==> src/rtl/bsd_cfg.svh <==
/*
  Offsets, field positions, reset values and timing counts for the six-step drive block.
  Assumes inclusion once per compilation unit by bare name.
*/
`ifndef BSD_CFG_SVH
`define BSD_CFG_SVH

`define BSD_OFF_PORT_LATCH   12'h000
`define BSD_OFF_PORT_DIR     12'h004
`define BSD_OFF_STOP_EDGE    12'h008
`define BSD_OFF_IRQ_ENABLE   12'h00C
`define BSD_OFF_IRQ_FLAG     12'h010
`define BSD_OFF_CMT_CTRL     12'h014
`define BSD_OFF_CMT_STATUS   12'h018
`define BSD_OFF_CMT_IRQ_EN   12'h01C
`define BSD_OFF_CMT_COUNT    12'h020
`define BSD_OFF_CMT_PERIOD   12'h024
`define BSD_OFF_CHOP_CTRL    12'h028
`define BSD_OFF_CHOP_CLKSEL  12'h02C
`define BSD_OFF_CHOP_STATUS  12'h030
`define BSD_OFF_CHOP_COUNT   12'h034
`define BSD_OFF_CHOP_PERIOD  12'h038
`define BSD_OFF_CHOP_WIDTH   12'h03C

`define BSD_RST_PORT_LATCH   8'h00
`define BSD_RST_PORT_DIR     8'h00
`define BSD_RST_CMT_COUNT    16'hFFFF
`define BSD_RST_CMT_PERIOD   16'h4E20
`define BSD_RST_CHOP_PERIOD  8'hC8
`define BSD_RST_CHOP_WIDTH   8'h64

// Stop-edge, irq enable and irq flag: bit 0 is the stop request source
`define BSD_BIT_STOP         0
// Commutation control: [1:0] clock select, [2] clear on period match
`define BSD_BIT_CMT_CLR      2
// Commutation status/enable: bit 0 period match
`define BSD_BIT_PMATCH       0
// Chop control: [2:0] clock select, [4:3] clear select, [6] irq A en, [7] irq B en
`define BSD_BIT_CHOP_IEA     6
`define BSD_BIT_CHOP_IEB     7
// Chop status: [0] flag A, [1] flag B, [3:2] level at A, [5:4] level at B
`define BSD_BIT_CHOP_FA      0
`define BSD_BIT_CHOP_FB      1
`define BSD_RST_CHOP_STATUS  8'h18
`define BSD_RST_CHOP_CTRL    8'h08

`define BSD_CLK_HZ           25000000
`define BSD_STEP_NS          10000000
`define BSD_CHOP_NS          50000

`endif

==> src/rtl/bsd_pkg.sv <==
/*
  Types for the six-step drive block.
  Assumes the configuration header is compiled alongside.
*/
package bsd_pkg;
  typedef enum logic [1:0] {
    BSD_CLR_NONE  = 2'h0,
    BSD_CLR_A     = 2'h1,
    BSD_CLR_B     = 2'h2,
    BSD_CLR_EXT   = 2'h3
  } bsd_clr_type;

  typedef enum logic [1:0] {
    BSD_OUT_KEEP = 2'h0,
    BSD_OUT_LOW  = 2'h1,
    BSD_OUT_HIGH = 2'h2,
    BSD_OUT_TOG  = 2'h3
  } bsd_out_type;
endpackage

==> src/rtl/bsd_drive.sv <==
/*
  Six-step drive block: phase port, commutation timer, chopping timer, stop-edge flag, APB slave.
  Assumes one 25 MHz clock, an APB master, and pins from outside that are asynchronous.
*/
// Our own choices: register access over APB and the placing of the registers.
// Contract
// - Output pins read back the stored latch bit.
// - Input pins read back the synchronised pin level.
// - Eight-bit latch is written only by software, never by pins.
// - Direction register sets input or output per pin.
// - Selected edge on stop pin sets the stop flag.
// - Edge-select register chooses rising or falling stop edge.
// - Enable register gates each interrupt source onto the request; here it gates only the stop flag, the timers use their own enables.
// - An event sets its flag bit to one.
// - Flags stay set until software clears them.
// - Writing zero to a flag bit clears it.
// - Sixteen-bit up-counter with selectable clock and clear condition.
// - Counter equal to period compare sets match flag and clears counter.
// - Period compare 4E20 gives a 10 ms step at the prescale chosen; at 25 MHz the /2, /4 and /8 taps give about 1.6, 3.2 or 6.4 ms.
// - Eight-bit chop counter; period constant sets waveform period.
// - Width constant sets high-level width of chop waveform.
// - C8 period with 64 width gives 50 percent duty.
// - Chop waveform appears on its dedicated pin.
// - All driver signals are active high.
// - Chop control selects clock, clear condition and both match enables.
// - Chop status holds both match flags and the output level choices.
// - Match B drives the chop pin low, match A high.
// - Match A clears the chop counter.
// - Port bits 0 to 5 drive U, inverse U, V, inverse V, W, inverse W.
`timescale 1ns/1ps
`default_nettype none
`include "bsd_cfg.svh"

module bsd_drive #(
  parameter int CMT_PERIOD_RST = `BSD_RST_CMT_PERIOD
) (
  input  wire logic        pclk,
  input  wire logic        presetn,
  input  wire logic        psel,
  input  wire logic        penable,
  input  wire logic        pwrite,
  input  wire logic [11:0] paddr,
  input  wire logic [31:0] pwdata,
  output logic      [31:0] prdata,
  output logic             pready,
  output logic             pslverr,
  input  wire logic [7:0]  port_pin_in,
  output logic      [7:0]  phase_drive_outputs,
  output logic      [7:0]  port_pin_oe,
  input  wire logic        stop_request_pin,
  input  wire logic        chop_ext_clock,
  input  wire logic        chop_ext_reset,
  input  wire logic        cmt_ext_clock,
  output logic             chop_wave_pin,
  output logic             irq_request
);

  logic [7:0]  port_output_latch;
  logic [7:0]  port_direction_reg;
  logic [7:0]  stop_edge_select;
  logic [7:0]  irq_enable_reg;
  logic [7:0]  irq_flag_reg;
  logic [7:0]  commutation_timer_control;
  logic [7:0]  commutation_timer_status;
  logic [7:0]  commutation_irq_enable;
  logic [15:0] commutation_counter;
  logic [15:0] period_compare_reg;
  logic [7:0]  chop_timer_control;
  logic [7:0]  chop_clock_select;
  logic [7:0]  chop_timer_status;
  logic [7:0]  chop_counter;
  logic [7:0]  chop_period_constant;
  logic [7:0]  chop_width_constant;

  logic [7:0]  pin_meta;
  logic [7:0]  pin_sync;
  logic [2:0]  ext_meta;
  logic [2:0]  ext_sync;
  logic [2:0]  ext_prev;
  logic [12:0] prescale;
  logic [12:0] prescale_prev;
  logic [12:0] prescale_rise;

  logic        wr_en;
  logic        rd_en;
  logic        stop_event;
  logic        cmt_tick;
  logic        cmt_match;
  logic        chop_tick;
  logic        chop_match_a;
  logic        chop_match_b;
  logic        chop_clear;
  logic [31:0] next_prdata;
  logic        cmt_irq;
  logic        chop_irq;
  logic        addr_bad;

  function automatic logic hit(input logic [11:0] off);
    hit = (paddr == off);
  endfunction

  // Clock-select decode into a divided tick; 0 means stopped
  // Tap vector is an argument so every caller re-evaluates as the prescaler moves
  function automatic logic div_tick(input logic [12:0] rise, input logic [3:0] sel);
    div_tick = (sel == 4'h0) ? 1'b0 : rise[sel - 4'h1];
  endfunction

  function automatic logic [7:0] clr_on_zero(input logic [7:0] cur, input logic [7:0] wdat);
    clr_on_zero = cur & wdat;
  endfunction

  assign wr_en = psel & penable & pwrite;
  assign rd_en = psel & ~penable & ~pwrite;

  // Pins are asynchronous; two flops before any use
  always_ff @(posedge pclk or negedge presetn) begin
    if (!presetn) begin
      pin_meta <= 8'h00;
      pin_sync <= 8'h00;
      ext_meta <= 3'h0;
      ext_sync <= 3'h0;
      ext_prev <= 3'h0;
    end else begin
      pin_meta <= port_pin_in;
      pin_sync <= pin_meta;
      ext_meta <= {cmt_ext_clock, chop_ext_reset, stop_request_pin};
      ext_sync <= ext_meta;
      ext_prev <= ext_sync;
    end
  end

  // Stop edge: bit set selects rising, clear selects falling
  always_comb begin
    if (stop_edge_select[`BSD_BIT_STOP])
      stop_event = ext_sync[0] & ~ext_prev[0];
    else
      stop_event = ~ext_sync[0] & ext_prev[0];
  end

  always_ff @(posedge pclk or negedge presetn) begin
    if (!presetn) begin
      prescale      <= 13'h0000;
      prescale_prev <= 13'h0000;
    end else begin
      prescale      <= prescale + 13'h0001;
      prescale_prev <= prescale;
    end
  end

  assign prescale_rise = prescale & ~prescale_prev;

  // Commutation clock: 0 = /2, 1 = /4, 2 = /8, 3 = external edge
  always_comb begin
    unique case (commutation_timer_control[1:0])
      2'h0: cmt_tick = div_tick(prescale_rise, 4'h1);
      2'h1: cmt_tick = div_tick(prescale_rise, 4'h2);
      2'h2: cmt_tick = div_tick(prescale_rise, 4'h3);
      default: cmt_tick = ext_sync[2] & ~ext_prev[2];
    endcase
  end

  assign cmt_match = (commutation_counter == period_compare_reg);

  // Chop clock: low three bits pick a prescale tap, select bit 0 takes the chop_ext_reset pin edge
  always_comb begin
    if (chop_clock_select[0])
      chop_tick = ext_sync[1] & ~ext_prev[1];
    else
      chop_tick = div_tick(prescale_rise, {1'b0, chop_timer_control[2:0]});
  end
  assign chop_match_a = (chop_counter == chop_period_constant);
  assign chop_match_b = (chop_counter == chop_width_constant);

  always_comb begin
    unique case (bsd_pkg::bsd_clr_type'(chop_timer_control[4:3]))
      bsd_pkg::BSD_CLR_NONE: chop_clear = 1'b0;
      bsd_pkg::BSD_CLR_A:    chop_clear = chop_match_a;
      bsd_pkg::BSD_CLR_B:    chop_clear = chop_match_b;
      bsd_pkg::BSD_CLR_EXT:  chop_clear = ext_sync[1] & ~ext_prev[1];
    endcase
  end

  // Port registers: latch changes only on a bus write
  always_ff @(posedge pclk or negedge presetn) begin
    if (!presetn) begin
      port_output_latch  <= `BSD_RST_PORT_LATCH;
      port_direction_reg <= `BSD_RST_PORT_DIR;
    end else if (wr_en) begin
      if (hit(`BSD_OFF_PORT_LATCH))
        port_output_latch <= pwdata[7:0];
      if (hit(`BSD_OFF_PORT_DIR))
        port_direction_reg <= pwdata[7:0];
    end
  end

  // Bits 0..5 are U, inverse U, V, inverse V, W, inverse W; active high
  always_ff @(posedge pclk or negedge presetn) begin
    if (!presetn) begin
      phase_drive_outputs <= 8'h00;
      port_pin_oe         <= 8'h00;
    end else begin
      phase_drive_outputs <= port_output_latch & port_direction_reg;
      port_pin_oe         <= port_direction_reg;
    end
  end

  // Plain control registers
  always_ff @(posedge pclk or negedge presetn) begin
    if (!presetn) begin
      stop_edge_select          <= 8'h00;
      irq_enable_reg            <= 8'h00;
      commutation_timer_control <= 8'h00;
      commutation_irq_enable    <= 8'h00;
      period_compare_reg        <= 16'(CMT_PERIOD_RST);
      chop_timer_control        <= `BSD_RST_CHOP_CTRL;
      chop_clock_select         <= 8'h00;
      chop_period_constant      <= `BSD_RST_CHOP_PERIOD;
      chop_width_constant       <= `BSD_RST_CHOP_WIDTH;
    end else if (wr_en) begin
      if (hit(`BSD_OFF_STOP_EDGE))   stop_edge_select <= pwdata[7:0];
      if (hit(`BSD_OFF_IRQ_ENABLE))  irq_enable_reg <= pwdata[7:0];
      if (hit(`BSD_OFF_CMT_CTRL))    commutation_timer_control <= pwdata[7:0];
      if (hit(`BSD_OFF_CMT_IRQ_EN))  commutation_irq_enable <= pwdata[7:0];
      if (hit(`BSD_OFF_CMT_PERIOD))  period_compare_reg <= pwdata[15:0];
      if (hit(`BSD_OFF_CHOP_CTRL))   chop_timer_control <= pwdata[7:0];
      if (hit(`BSD_OFF_CHOP_CLKSEL)) chop_clock_select <= pwdata[7:0];
      if (hit(`BSD_OFF_CHOP_PERIOD)) chop_period_constant <= pwdata[7:0];
      if (hit(`BSD_OFF_CHOP_WIDTH))  chop_width_constant <= pwdata[7:0];
    end
  end

  // Stop flag: set wins over a same-cycle clear; no hardware clear
  always_ff @(posedge pclk or negedge presetn) begin
    if (!presetn) begin
      irq_flag_reg <= 8'h00;
    end else begin
      irq_flag_reg <= (wr_en && hit(`BSD_OFF_IRQ_FLAG))
                      ? clr_on_zero(irq_flag_reg, pwdata[7:0]) : irq_flag_reg;
      if (stop_event)
        irq_flag_reg[`BSD_BIT_STOP] <= 1'b1;
    end
  end

  // Commutation counter; a bus write takes priority over counting
  always_ff @(posedge pclk or negedge presetn) begin
    if (!presetn) begin
      commutation_counter <= `BSD_RST_CMT_COUNT;
    end else if (wr_en && hit(`BSD_OFF_CMT_COUNT)) begin
      commutation_counter <= pwdata[15:0];
    end else if (cmt_tick) begin
      if (cmt_match && commutation_timer_control[`BSD_BIT_CMT_CLR])
        commutation_counter <= 16'h0000;
      else
        commutation_counter <= commutation_counter + 16'h0001;
    end
  end

  // Match flag set on the counting edge at compare; set beats clear
  always_ff @(posedge pclk or negedge presetn) begin
    if (!presetn) begin
      commutation_timer_status <= 8'h00;
    end else begin
      commutation_timer_status <= (wr_en && hit(`BSD_OFF_CMT_STATUS))
        ? clr_on_zero(commutation_timer_status, pwdata[7:0]) : commutation_timer_status;
      if (cmt_tick && cmt_match)
        commutation_timer_status[`BSD_BIT_PMATCH] <= 1'b1;
    end
  end

  always_ff @(posedge pclk or negedge presetn) begin
    if (!presetn) begin
      chop_counter <= 8'h00;
    end else if (wr_en && hit(`BSD_OFF_CHOP_COUNT)) begin
      chop_counter <= pwdata[7:0];
    end else if (chop_clear && (chop_tick || chop_timer_control[4:3] == 2'h3)) begin
      chop_counter <= 8'h00;
    end else if (chop_tick) begin
      chop_counter <= chop_counter + 8'h01;
    end
  end

  // Chop status: flags in low bits, level choices written by software
  always_ff @(posedge pclk or negedge presetn) begin
    if (!presetn) begin
      chop_timer_status <= `BSD_RST_CHOP_STATUS;
    end else begin
      if (wr_en && hit(`BSD_OFF_CHOP_STATUS))
        chop_timer_status <= {pwdata[7:2], chop_timer_status[1:0] & pwdata[1:0]};
      if (chop_tick && chop_match_a)
        chop_timer_status[`BSD_BIT_CHOP_FA] <= 1'b1;
      if (chop_tick && chop_match_b)
        chop_timer_status[`BSD_BIT_CHOP_FB] <= 1'b1;
    end
  end

  function automatic logic apply_out(input logic cur, input logic [1:0] sel);
    unique case (bsd_pkg::bsd_out_type'(sel))
      bsd_pkg::BSD_OUT_KEEP: apply_out = cur;
      bsd_pkg::BSD_OUT_LOW:  apply_out = 1'b0;
      bsd_pkg::BSD_OUT_HIGH: apply_out = 1'b1;
      bsd_pkg::BSD_OUT_TOG:  apply_out = ~cur;
    endcase
  endfunction

  // If both matches hit together, match B's level wins
  always_ff @(posedge pclk or negedge presetn) begin
    if (!presetn) begin
      chop_wave_pin <= 1'b0;
    end else if (chop_tick && chop_match_b) begin
      chop_wave_pin <= apply_out(chop_wave_pin, chop_timer_status[5:4]);
    end else if (chop_tick && chop_match_a) begin
      chop_wave_pin <= apply_out(chop_wave_pin, chop_timer_status[3:2]);
    end
  end

  assign cmt_irq  = commutation_timer_status[`BSD_BIT_PMATCH]
                  & commutation_irq_enable[`BSD_BIT_PMATCH];
  assign chop_irq = (chop_timer_status[`BSD_BIT_CHOP_FA] & chop_timer_control[`BSD_BIT_CHOP_IEA])
                  | (chop_timer_status[`BSD_BIT_CHOP_FB] & chop_timer_control[`BSD_BIT_CHOP_IEB]);

  always_ff @(posedge pclk or negedge presetn) begin
    if (!presetn) begin
      irq_request <= 1'b0;
    end else begin
      irq_request <= (|(irq_flag_reg & irq_enable_reg)) | cmt_irq | chop_irq;
    end
  end

  always_comb begin
    next_prdata = 32'h0000_0000;
    unique case (paddr)
      `BSD_OFF_PORT_LATCH:
        next_prdata[7:0] = (port_direction_reg & port_output_latch)
                         | (~port_direction_reg & pin_sync);
      `BSD_OFF_PORT_DIR:    next_prdata[7:0]  = port_direction_reg;
      `BSD_OFF_STOP_EDGE:   next_prdata[7:0]  = stop_edge_select;
      `BSD_OFF_IRQ_ENABLE:  next_prdata[7:0]  = irq_enable_reg;
      `BSD_OFF_IRQ_FLAG:    next_prdata[7:0]  = irq_flag_reg;
      `BSD_OFF_CMT_CTRL:    next_prdata[7:0]  = commutation_timer_control;
      `BSD_OFF_CMT_STATUS:  next_prdata[7:0]  = commutation_timer_status;
      `BSD_OFF_CMT_IRQ_EN:  next_prdata[7:0]  = commutation_irq_enable;
      `BSD_OFF_CMT_COUNT:   next_prdata[15:0] = commutation_counter;
      `BSD_OFF_CMT_PERIOD:  next_prdata[15:0] = period_compare_reg;
      `BSD_OFF_CHOP_CTRL:   next_prdata[7:0]  = chop_timer_control;
      `BSD_OFF_CHOP_CLKSEL: next_prdata[7:0]  = chop_clock_select;
      `BSD_OFF_CHOP_STATUS: next_prdata[7:0]  = chop_timer_status;
      `BSD_OFF_CHOP_COUNT:  next_prdata[7:0]  = chop_counter;
      `BSD_OFF_CHOP_PERIOD: next_prdata[7:0]  = chop_period_constant;
      `BSD_OFF_CHOP_WIDTH:  next_prdata[7:0]  = chop_width_constant;
      default:              next_prdata       = 32'h0000_0000;
    endcase
  end

  // Anything past the last register or off a word boundary is refused
  assign addr_bad = (paddr > `BSD_OFF_CHOP_WIDTH) || (paddr[1:0] != 2'h0);

  // Read data is captured in setup so the access phase answers at once
  always_ff @(posedge pclk or negedge presetn) begin
    if (!presetn) begin
      prdata  <= 32'h0000_0000;
      pready  <= 1'b0;
      pslverr <= 1'b0;
    end else begin
      if (rd_en)
        prdata <= next_prdata;
      pready  <= psel & ~penable;
      pslverr <= psel & ~penable & addr_bad;
    end
  end

endmodule // bsd_drive
`default_nettype wire

==> config.mk <==
export PLATFORM = sky130hd
export DESIGN_NAME = bsd_drive
export DESIGN_NICKNAME = d
export VERILOG_FILES = /design/src/rtl/bsd_pkg.sv /design/src/rtl/bsd_drive.sv
export VERILOG_INCLUDE_DIRS = /design/src /design/src/rtl
export SDC_FILE = /design/constraint.sdc
export NUM_CORES = 1
export LEC_CHECK = 0
export BUFFER_PORTS_ARGS = -buffer_cell sky130_fd_sc_hd__buf_2
export CAP_MARGIN = 20
export CORE_UTILIZATION = 45
export CTS_CLUSTER_DIAMETER = 100
export DETAILED_ROUTE_END_ITERATION = 8
export SLEW_MARGIN = 20
export SYNTH_ARGS = -nofsm -noshare
export SYNTH_HDL_FRONTEND = slang
export SYNTH_SLANG_ARGS = --single-unit
==> constraint.sdc <==
create_clock -name pclk -period 3.3 [get_ports pclk]
set_clock_uncertainty 0.2 [all_clocks]
set_input_delay 0.33 -clock pclk [delete_from_list [all_inputs] [get_ports pclk]]
set_output_delay 0.33 -clock pclk [all_outputs]
set_load 0.02 [all_outputs]
==> results.txt, run 1 <==
The cell area after synthesis came out at 10470 sq um. Counting stages on the worst path, the most repeated cell is a211oi_1. The number of global-route vias before repair came out at 7349.

The number of nets with antenna violations after detailed routing is 0. The x dimension of the die came out at 154.6 microns. The first-pass GRT wire length came out at 43.68 mm. Yosys instantiated no cell more often than dfrtp_1.

The power after layout is between 6 and 7 mW. The final worst hold slack came out at 0.05099 ns. The floorplan step defined a die boundary enclosing roughly 24000 sq um. In the synthesized netlist, the number of instances is 863. The final layout net count came out at 1057. The largest net degree at the start of global routing is 87. The clock transition time at the flip-flop clock pins of the worst setup and hold paths is approximately 0.060 ns. By area the synthesized netlist is led by dfrtp_1, mux2_2, dfstp_2. In this run, the clock network consumes 45.4% of the power. The largest individual stage delay along the critical path comes from the cell a211oi_1. The share of synthesized registers carrying an async set or reset came out at 100.0%. The number of synthesized flops with an enable pin came out at 0.

The cell taking the most area after synthesis is dfrtp_1. Relative to the synthesized area, the layout overhead comes to 18.68%. The fraction of layout instances using a drive strength above 1 came out at 31.71%. The aggregate routed wire length came out at 27.78 mm. The area of the multi-input gates is 4437 sq um.

The floorplan step set the die height to 154.6 microns. The number of setup buffers added after CTS is 0. The Yosys step of the flow raised 0 warnings. The sequential cell area fraction in the yosys report is 54.59%. The clock tree root buffer cell is clkbuf_16. The critical path goes through inv_1 -> ha_1 -> or3b_2 -> a21oi_1 -> nor2_1 -> a211oi_1 -> a211oi_1. The number of cell instances on the worst register-to-register path came out at 7. The data arrival time of the critical path is 3.14 ns. The critical path depth in cells came out at 7. The switching share of power is around a quarter.

The number of filler cells placed in the layout is 1980. The largest fanout on the critical path is 8. The worst stage delay on the critical path is 0.86 ns.

The via count came out at roughly 7400. The CTS tree is built. Adding up every negative setup slack in the final design gives 0 ns. The tightest slew margin relative to the limit is 27.54%.

IR analysis of the VDD net gives a maximum drop of 0.2817 mV. In this run, post-CTS repair resized a total of 0 instances. The transition time at the pin with the least slew margin came out at about 1.1 ns. The post-synthesis sequential element count came out at about 230.

The iteration-0 DRC count of the detailed router is 527. The prevailing post-synth register cell is dfrtp_1. The detailed router used layers up to and including met4.

The routability congestion estimate from global placement came out at 0.8313. Averaged over all synthesized cells, the footprint is between 10 and 15 sq um. The number of slew-limit violations in the final report came out at 0.

The CTS sink count came out at 227. For this design the static power due to leakage is 5.779 nW. The startpoint class of the critical path is a flip-flop. Across every metal layer, demand over resource in global routing totals 24.20%. During placement, the flow inserted port buffers numbering approximately 80.

The detailed placement HPWL is 18.83 mm. Once the floorplan was initialized, standard cells occupied 46.12% of the core. The amount of wire on met3 after detailed routing came out at 2.085 mm. The row count came out at 55. The count of unresolved DRC violations after routing came out at 0. The number of buffers and inverters on the critical path came out at 1. Across the whole layout, storage elements account for 5718 sq um. The total overflow left after global routing is 0. The reported net switching power is 1.542 mW.

Registers are responsible for 45.2% of the overall power. The post-route worst setup slack is approximately 0.30 ns. The number of inserted diodes is 0.

The count of final hold-check violations came to 0. The final critical path time including I/O delays and setup is 2.996 ns. The routed wirelength normalized by instance count is ~21 microns. The number of different library cells used by synthesis comes to 68. The type of the setup path with the least slack is flip-flop to flip-flop. The part of the total power dissipated in combinational logic is 9.5%. The power per standard cell area is slightly above 500 nW/um^2.

By count the netlist is led by dfrtp_1, mux2_2, nand2_1. The tightest min-delay check is of the input port to flip-flop type. The cell-internal power is 4.904 mW. The top-level I/O count came out at roughly 110.

For the worst setup path, the data required time is 3.44 ns. The number of vias per cell came out at 5.721. The portion of the clock cycle consumed by the worst path in the final layout came out at 90.80%. The pre-antenna-repair detailed-routing pass consisted of 6 iterations.

The family with the most delay on the worst path is compound AO/OA/AOI/OAI gates. At the placement stage, the worst setup path has a slack of 0.3194 ns. Max-cap violations in this run came to 0. For this block, wires on met1 add up to 12.43 mm. In this run, CTS created clock tree buffers numbering 24.

The floorplan step defined a core boundary enclosing about 23000 sq um. Setup repair after global routing left no endpoint under its margin. The cell depth of the worst min-delay path is 3. The maximum clock frequency came out at 333.7 MHz. The routed design uses ~12 mm of met2 wire.

The initial antenna violation count was 1. The area share of the largest cell type after synthesis came out at 47.07%. At the later pin of the worst-skew pair, clock insertion delay measures 0.52 ns. The kind of end point of the critical path is a flip-flop. In this run the number of H-tree levels came out at 1. The flow ran to the end, and the final reports show no timing, DRC or antenna violations. The setup violation total in the final timing report came out at 0.

No sink is reached through more buffers than the 3 on the longest clock path.
per-stage QoR:
step           std cells  instance area, sq um  util, %
2_1_floorplan        878                 10530        -
3_3_place_gp        1228                 11360    50.01
3_5_place_dp        1228                 11360    50.01
4_1_cts             1294                 12430    54.74
5_1_grt             1294                 12430    54.74
6_report            1294                 12430    54.74
cell usage in the layout, fill, tap and decap left out, types with 19 or more instances in the layout:
cell type / Yosys / layout
a22oi_1: 28 / 28
nor2_1: 23 / 23
xor2_1: 34 / 34
buf_4: 16 / 43
buf_2: 3 / 78
a221oi_1: 19 / 19
a22o_1: 20 / 20
dlygate4sd3_1: 0 / 22
dfstp_2: 30 / 30
mux2_2: 81 / 81
dfrtp_1: 197 / 197
nand2_1: 63 / 63
o21ai_0: 40 / 40
clkbuf_16: 0 / 25
nand3_1: 19 / 19
cell type report:
cell class                      count  area share (%)
Sequential cell                   227           46.00
Multi-Input combinational cell    576           35.69
Timing Repair Buffer              147           8.113
Clock buffer                       34           5.466
Tap cell                          285           2.869
Clock inverter                     10           1.409
Inverter                           15          0.4529
power by group through the flow:
stage                     Combinational [mW]  Clock (mW)  Sequential [mW]
after global routing                   0.669        3.08             2.92
after CTS                              0.612        2.99             2.91
final                                  0.610        2.92             2.91
after detailed placement               0.587           0             2.96
after global placement                 0.580           0             2.96
after floorplan                        0.316           0             2.96
tightest hold or removal path, cell delays in order:
cell     delay [ns]
buf_2          0.11
nor2b_1        0.15
and2_1         0.13
layer usage:
| metal | global-route usage (%) | vias to the layer above |
|---|---|---|
| met3 | 4.679 | 53 |
| li1 | - | 3397 |
| met2 | 37.49 | 269 |
| met4 | 7.355 | 0 |
| met1 | 34.45 | 3684 |
| met5 | 0 | - |
path summary, 6_finish.rpt:
path                                       start                 endpoint  slack, ns
max in group asynchronous                presetn  chop_period_constant[5]       1.81
max reg2reg                chop_timer_control[1]          chop_counter[2]       0.30
min reg2reg                          pin_meta[0]              pin_sync[0]       0.15
min in group asynchronous                presetn              pin_sync[4]       0.20
max                        chop_timer_control[1]          chop_counter[2]       0.30
min                                         psel                  pslverr       0.05
cells by family (layout without fill, tap and decap cells):
kind of cell             count (synthesis)  count (layout)  share of synthesized area (%)
XOR/XNOR                                51              51                          4.265
multiplexers                            93              93                          10.45
flip-flops                             227             227                          54.59
buffers and inverters                   75             206                          3.631
other                                    1              16                        0.03580
adder cells (fa/ha/maj)                  5               5                         0.5973
AO/OA/AOI/OAI                          187             187                          12.99
AND/OR/NAND/NOR                        224             224                          13.44
timing repair:
item                                    CTS  global route
hold buffers                             22             0
endpoints found under the hold margin   105             0
endpoints found under the setup margin    0             0
(Power assumes the default switching activity.)
==> inputs of run 2 (changes only) <==
--- a/config.mk
+++ b/config.mk
@@ -8,9 +8,12 @@
 export LEC_CHECK = 0
 export BUFFER_PORTS_ARGS = -buffer_cell sky130_fd_sc_hd__buf_2
 export CAP_MARGIN = 20
+export CORE_MARGIN = 10
 export CORE_UTILIZATION = 45
 export CTS_CLUSTER_DIAMETER = 100
+export CTS_CLUSTER_SIZE = 16
 export DETAILED_ROUTE_END_ITERATION = 8
+export PLACE_DENSITY = 0.63
 export SLEW_MARGIN = 20
 export SYNTH_ARGS = -nofsm -noshare
 export SYNTH_HDL_FRONTEND = slang
==> run 2 against run 1 <==
  * Clock power down 29%
  * Critical endpoint unchanged
  * Combinational power is 5.2% lower
  * Core utilization shrank 1.4 points
  * Clock-buffer cell count fell by 5
  * Non-clock buffer count rose by 5
  * Critical path depth unchanged
  * Sequential share of layout area rose by 1.0 points
==> results.txt, run 2 (same netlist as run 1, synthesis figures left out) <==
The CTS tree is built. The number of nets with antenna violations after detailed routing came out at 0. Data on the critical path arrives at its endpoint at between 3 and 4 ns.

The via count came out at 7430. The final critical path time including I/O delays and setup came out at 2.990 ns. Pin placement for this block handled 113 I/O pins. After detailed routing, the total wire length is 28.47 mm. The run finished with clean final reports. The x dimension of the die is 172.6 microns. CTS built an H-tree with a depth of 1. The HPWL after detailed placement is approximately 20 mm. The largest net degree at the start of global routing is 88. Counting both buffers and inverters, the worst setup path holds a total of 1. The maximum clock insertion buffer count is 3. TritonCTS created 18 clock buffers. The CTS sink count is about 230. The number of slew-limit violations in the final report came to 0. The row count came out at 55.

The analysis attributes to cell leakage a power of 5.625 nW. The number of inserted diodes came out at 0. The total die area came out at 29780 sq um. The count of unresolved DRC violations after routing came out at 0. The routability congestion estimate from global placement came out at 0.9004.

Traced cell by cell, the critical path runs through inv_1 -> ha_1 -> or3b_2 -> a21oi_1 -> nor2_1 -> a211oi_1 -> a211oi_1. The portion of the clock cycle consumed by the worst path in the final layout came out at 90.61%. The number of global-route vias before repair came out at 7490.

Timing analysis after detailed placement gives a worst setup slack of around 0.29 ns. The worst hold path belongs to the class input port to flip-flop. At the worst endpoint, the required time is between 3 and 4 ns. The design draws 5.552 mW. The power per standard cell area came out at between 400 and 500 nW/um^2. The most common library cell in the layout ignoring fill and taps is dfrtp_1. STA classifies the critical path startpoint as a flip-flop.

The post-route netlist has a little under a third of its cells at a drive strength greater than 1. After clock tree synthesis, the clock-pin slew on the worst setup and hold paths is approximately 0.07 ns. For this run, the slowest stage of the critical path takes 0.84 ns.

For this block, the initial DRC count from the detailed router was 726. The count of buffers added on input and output ports is 79. The transition time at the pin with the least slew margin came out at 1.051 ns. The global-route congestion overflow total is 0. The tightest slew margin relative to the limit came out at between 20 and 30%. The placeable core region is 22780 sq um. The area growth from synthesis to final layout is 16.10%. STA classifies the critical path endpoint as a flip-flop.

The setup violation total in the final timing report is 0. For the worst-skew pair, the clock arrives at the later sink with an insertion delay of between 0.5 and 0.6 ns. Setup repair after global routing left no endpoint under its margin. The post-route worst setup slack is 0.3100 ns. Timing would allow up to 334.4 MHz.

The first-pass iteration count of the detailed router is 6. CTS placed an instance of clkbuf_16 at the clock tree root. The count of final hold-check violations came out at 0. The first-pass GRT wire length came out at 44.85 mm. The type of the setup path with the least slack is flip-flop to flip-flop. Once the floorplan was initialized, standard cells occupied 45.98% of the core. In the global route stage, overall resource usage came out at 18.64%. After the last flow step, the layout net total stands at 1056. The initial antenna violation count was 1. The height of the chip came out at 172.6 microns. The tool flagged a number of max-cap violations equal to 0. In the final timing run, aggregate negative setup slack is 0 ns.

The placed instances occupy a cell area of roughly 11000 sq um. IR analysis of the VDD net gives a maximum drop of 0.2555 mV. Among cell families on the critical path, the largest total delay comes from compound AO/OA/AOI/OAI gates. The final core area utilization came out at 53.39%. The number of vias per cell is 5.650. The most frequent cell on the critical path is a211oi_1. The routed wirelength normalized by instance count is approximately 22 microns.

Summing all non-filler instances in the final layout gives an area of about 12000 sq um. The top cell types in the final layout, fill and taps aside, are dfrtp_1, mux2_2, buf_2. The largest individual stage delay along the critical path comes from the cell a211oi_1. Of all nets on the critical path, the largest fanout is 8.
==> run 2: cell types whose count changed in the layout (fill, tap and decap cells not counted), sizes merged <==
cell,before,now
bufinv,5,0
buf,125,130
clkinv,5,2
inv,15,16
clkbuf,34,29
==> run 2: final timing paths <==
path / from / slack [ns] / endpoint / depth (start not counted)
hold reg to reg: pin_meta[3] / 0.15 / pin_sync[3] / 0
hold / removal: pwdata[5] / 0.05 / port_direction_reg[5] / 3
setup / recovery: chop_timer_control[1] / 0.31 / chop_counter[2] / 7
min in group asynchronous: presetn / 0.20 / port_pin_oe[4] / 2
max in group asynchronous: presetn / 1.84 / ext_prev[2] / 3
setup reg to reg: chop_timer_control[1] / 0.31 / chop_counter[2] / 7
==> run 2: metal layers <==
layer / wire length [microns] / part of all wire, % / GRT usage (%) / vias up
li1: - / - / - / 3404
met1: 12680 / 45 / 26.11 / 3676
met2: 12600 / 44 / 28.24 / 296
met3: 2436 / 8.6 / 4.378 / 52
met4: 738 / 2.6 / 5.183 / 2
met5: 13 / 0.046 / 0 / -
==> run 2: where the power goes <==
part           internal [mW]  total (mW)  switching, mW
clock                   1.04        2.07           1.03
sequential              2.85        2.91         0.0611
combinational          0.205       0.578          0.372
==> run 2: area by class of cell <==
type | count | area [sq um]
Fill cell | 1977 | 10620
Sequential cell | 227 | 5718
Multi-Input combinational cell | 576 | 4437
Timing Repair Buffer | 152 | 1033
Clock buffer | 29 | 491.7
Tap cell | 313 | 391.6
Inverter | 15 | 56.30
Clock inverter | 3 | 32.53
==> run 2: tightest hold or removal path: stages <==
cell,delay (ns)
buf_2,0.21
nand2_1,0.09
o21ai_0,0.07
==> run 2: repair_timing <==
item | 4_1_cts | 5_1_grt
setup endpoints to repair | 0 | 0
buffers inserted | 0 | 0
hold endpoints to repair | 107 | 0
resized for setup | 0 | 0
hold buffers | 22 | 0
==> run 2: stage by stage <==
step / hold WS (ns) / instances
floorplan: -0.1656 / 878
global placement: 0.1329 / 1261
detailed placement: 0.1347 / 1261
CTS: 0.03281 / 1315
global route: 0.08204 / 1315
finish: 0.05060 / 1315
==> inputs of run 3 (changes only) <==
--- a/config.mk
+++ b/config.mk
@@ -13,7 +13,7 @@
 export CTS_CLUSTER_DIAMETER = 100
 export CTS_CLUSTER_SIZE = 16
 export DETAILED_ROUTE_END_ITERATION = 8
-export PLACE_DENSITY = 0.63
+export PLACE_DENSITY = 0.65
 export SLEW_MARGIN = 20
 export SYNTH_ARGS = -nofsm -noshare
 export SYNTH_HDL_FRONTEND = slang
==> constraint.sdc (replaced) <==
create_clock -name pclk -period 2.65 [get_ports pclk]
set_clock_uncertainty 0.2 [all_clocks]
set_input_delay 0.265 -clock pclk [delete_from_list [all_inputs] [get_ports pclk]]
set_output_delay 0.265 -clock pclk [all_outputs]
set_load 0.005 [all_outputs]
==> run 3 against run 2 <==
  * Flip-flop and latch count stayed put
  * First-iteration DRC count is 3.3% lower
  * Final cell count is 3.5% higher
  * Combinational power is 29% higher
  * Sequential share of layout area is 2.1 points lower
  * Register-to-register slack worse by 0.18 ns
  * Clock-buffer cell count is 2 higher
  * Power is 25% higher
  * Worst setup slack worse by 0.18 ns
  * Wire length is 1.0% higher
  * Core utilization is 2.5 points higher
  * Worst hold slack worse by 0.025 ns
  * Critical path type unchanged
  * Critical endpoint is now chop_counter[5]
  * Highest routed layer is now met4
==> results.txt, run 3 (same netlist as run 1, synthesis figures left out) <==
The worst min-delay path class is input port to flip-flop. The worst path required time is 2.86 ns. The initial antenna violation count came to 0.

The fraction of layout instances using a drive strength above 1 came out at between 30% and 40%. Based on the critical path, the design can be clocked at up to approximately 400 MHz. The flow ran to the end, and the final reports show no timing, DRC or antenna violations. The transition time at the pin with the least slew margin is roughly 0.68 ns. The placeable core region is roughly 23000 sq um. Leaving out fill and tap cells, the most frequent cell in the layout is dfrtp_1.

The total die area came out at just under 30000 sq um. The tightest slew margin relative to the limit came out at a little over half. The detailed placement HPWL is between 20 and 25 mm. Clock-pin slew was measured on the worst setup and hold paths at 0.07 ns.

The global-route total usage across every layer came out at 18.98%. Across all hold checks on the routed design, the worst slack comes to about 0.025 ns. The top-level I/O count came out at 113.

The number of global-route vias before repair is 7800. The type of the setup path with the least slack is flip-flop to flip-flop. The total negative slack for setup checks is 0 ns. The post-route worst setup slack is 0.1330 ns. CTS built an H-tree with a depth of 1. The global-route congestion overflow total is 0. The via count is approximately 7700.

The number of nets with antenna violations after detailed routing came out at 0. The worst setup path is launched from a flip-flop. The height of the chip came out at between 150 and 200 microns. The largest fanout on the critical path is 3. The critical path's slowest cell is or3b_2. The number of buffers added on ports is 79. After the last flow step, the layout net total stands at 1102. The count of unresolved DRC violations after routing is 0. Dividing the detail-routed via count by the number of cells gives 5.683. The iteration-0 DRC count of the detailed router came out at 702. The number of slew-limit violations in the final report is 0. The insertion delay to the later sink of the worst-skew pair came out at 0.50 ns.

The power per standard cell area is 546.2 nW/um^2. The maximum clock insertion buffer count came out at 3. The kind of end point of the critical path is a flip-flop. The row count came out at 55. The initial core utilization came out at 45.98%. The area growth from synthesis to final layout came out at 21.63%.

The first-pass GRT wire length came out at roughly 46 mm. Entering global routing, the biggest net connects 67 pins. The final core area utilization is 55.93%.

Traced cell by cell, the critical path runs through inv_2 -> ha_4 -> or3b_2 -> a21oi_2 -> a22oi_1 -> o21ai_2 -> or3b_1 -> xor2_1 -> a211oi_1. The first detailed-routing pass ran for 5 iterations. The portion of the clock cycle consumed by the worst path in the final layout is between 90% and 100%.

The worst stage delay on the critical path is ~0.46 ns. TritonCTS built the clock tree. The setup violation total in the final timing report is 0. Clock tree synthesis selected as its root buffer the cell clkbuf_16.

The completed layout was analyzed and its total power is 6.958 mW. The CTS sink count came out at 227. The number of inserted diodes came out at 0.

The filler cells instantiated in the layout total 1952. IR analysis of the VDD net gives a maximum drop of 0.5091 mV. The routed wirelength normalized by instance count came out at 21.14 microns.

The aggregate routed wire length is 28.77 mm. The final critical path time including I/O delays and setup is 2.517 ns. The die is 172.6 microns wide. The TritonCTS buffer count is 18. Before CTS, the worst setup slack after placement is -0.1089 ns. The total of max-cap violations came out at 0. In the layout the commonest cells are dfrtp_1, mux2_2, buf_4. The routability congestion estimate from global placement came out at 0.9129. The count of final hold-check violations came out at 0.

In this run the static leakage power is 5.891 nW. Data arrives at the worst endpoint at ~2.7 ns.
## run 3: cell types whose count changed in the layout (fill, tap and decap cells not counted), moves of 2 or more
cell and change:
buf_12 +13, buf_4 +30, dlygate4sd3_1 +3, ha_1 -2, ha_4 +2, inv_1 -2, inv_2 +2
## run 3: final cells by class
| type | count | area [sq um] | share of cell area, % |
|---|---|---|---|
| Inverter | 15 | 56.30 | 0.4420 |
| Tap cell | 313 | 391.6 | 3.074 |
| Sequential cell | 227 | 5718 | 44.88 |
| Clock inverter | 1 | 16.27 | 0.1277 |
| Clock buffer | 31 | 520.5 | 4.086 |
| Multi-Input combinational cell | 576 | 4488 | 35.23 |
| Timing Repair Buffer | 198 | 1549 | 12.16 |
## run 3: what timing repair did
item	4_1_cts	5_1_grt
hold buffers	25	0
endpoints found under the setup margin	2	10
buffers inserted	2	0
endpoints found under the hold margin	211	0
resized for setup	2	8
pin swaps	0	2
## run 3: path summary, 6_finish.rpt
path,start,to,slack (ns),depth (start not counted)
max in group asynchronous,presetn,chop_timer_control[3],1.40,3
hold reg to reg,ext_meta[1],ext_sync[1],0.15,0
min in group asynchronous,presetn,port_direction_reg[4],0.10,2
setup reg to reg,chop_timer_control[0],chop_counter[5],0.13,9
setup / recovery,chop_timer_control[0],chop_counter[5],0.13,9
hold / removal,pwdata[1],port_direction_reg[1],0.03,3
## run 3: worst max-delay path, delay by kind of cell (launching register included)
family                   cells  cell delay (ns)
AND/OR/NAND/NOR              2             0.83
buffers and inverters        1             0.12
adder cells (fa/ha/maj)      1             0.21
flip-flops                   1             0.38
XOR/XNOR                     1             0.15
AO/OA/AOI/OAI                4             0.52
## run 3: stage by stage
| stage | instance area [sq um] | instances |
|---|---|---|
| after global routing | 12740 | 1361 |
| after detailed placement | 11890 | 1302 |
| after global placement | 11890 | 1302 |
| final | 12740 | 1361 |
| after floorplan | 10550 | 878 |
| after CTS | 12710 | 1361 |
## run 3: routing by layer
layer	up-vias	wire length [microns]	global-route usage, %
met4	0	592	3.914
met2	308	13040	29.45
met5	-	0	0
met1	3896	13000	26.89
met3	42	2133	3.834
li1	3489	-	-
## run 3: power by group
part / internal (mW) / switching, mW
Sequential: 3.55 / 0.0712
Combinational: 0.299 / 0.447
Clock: 1.35 / 1.25
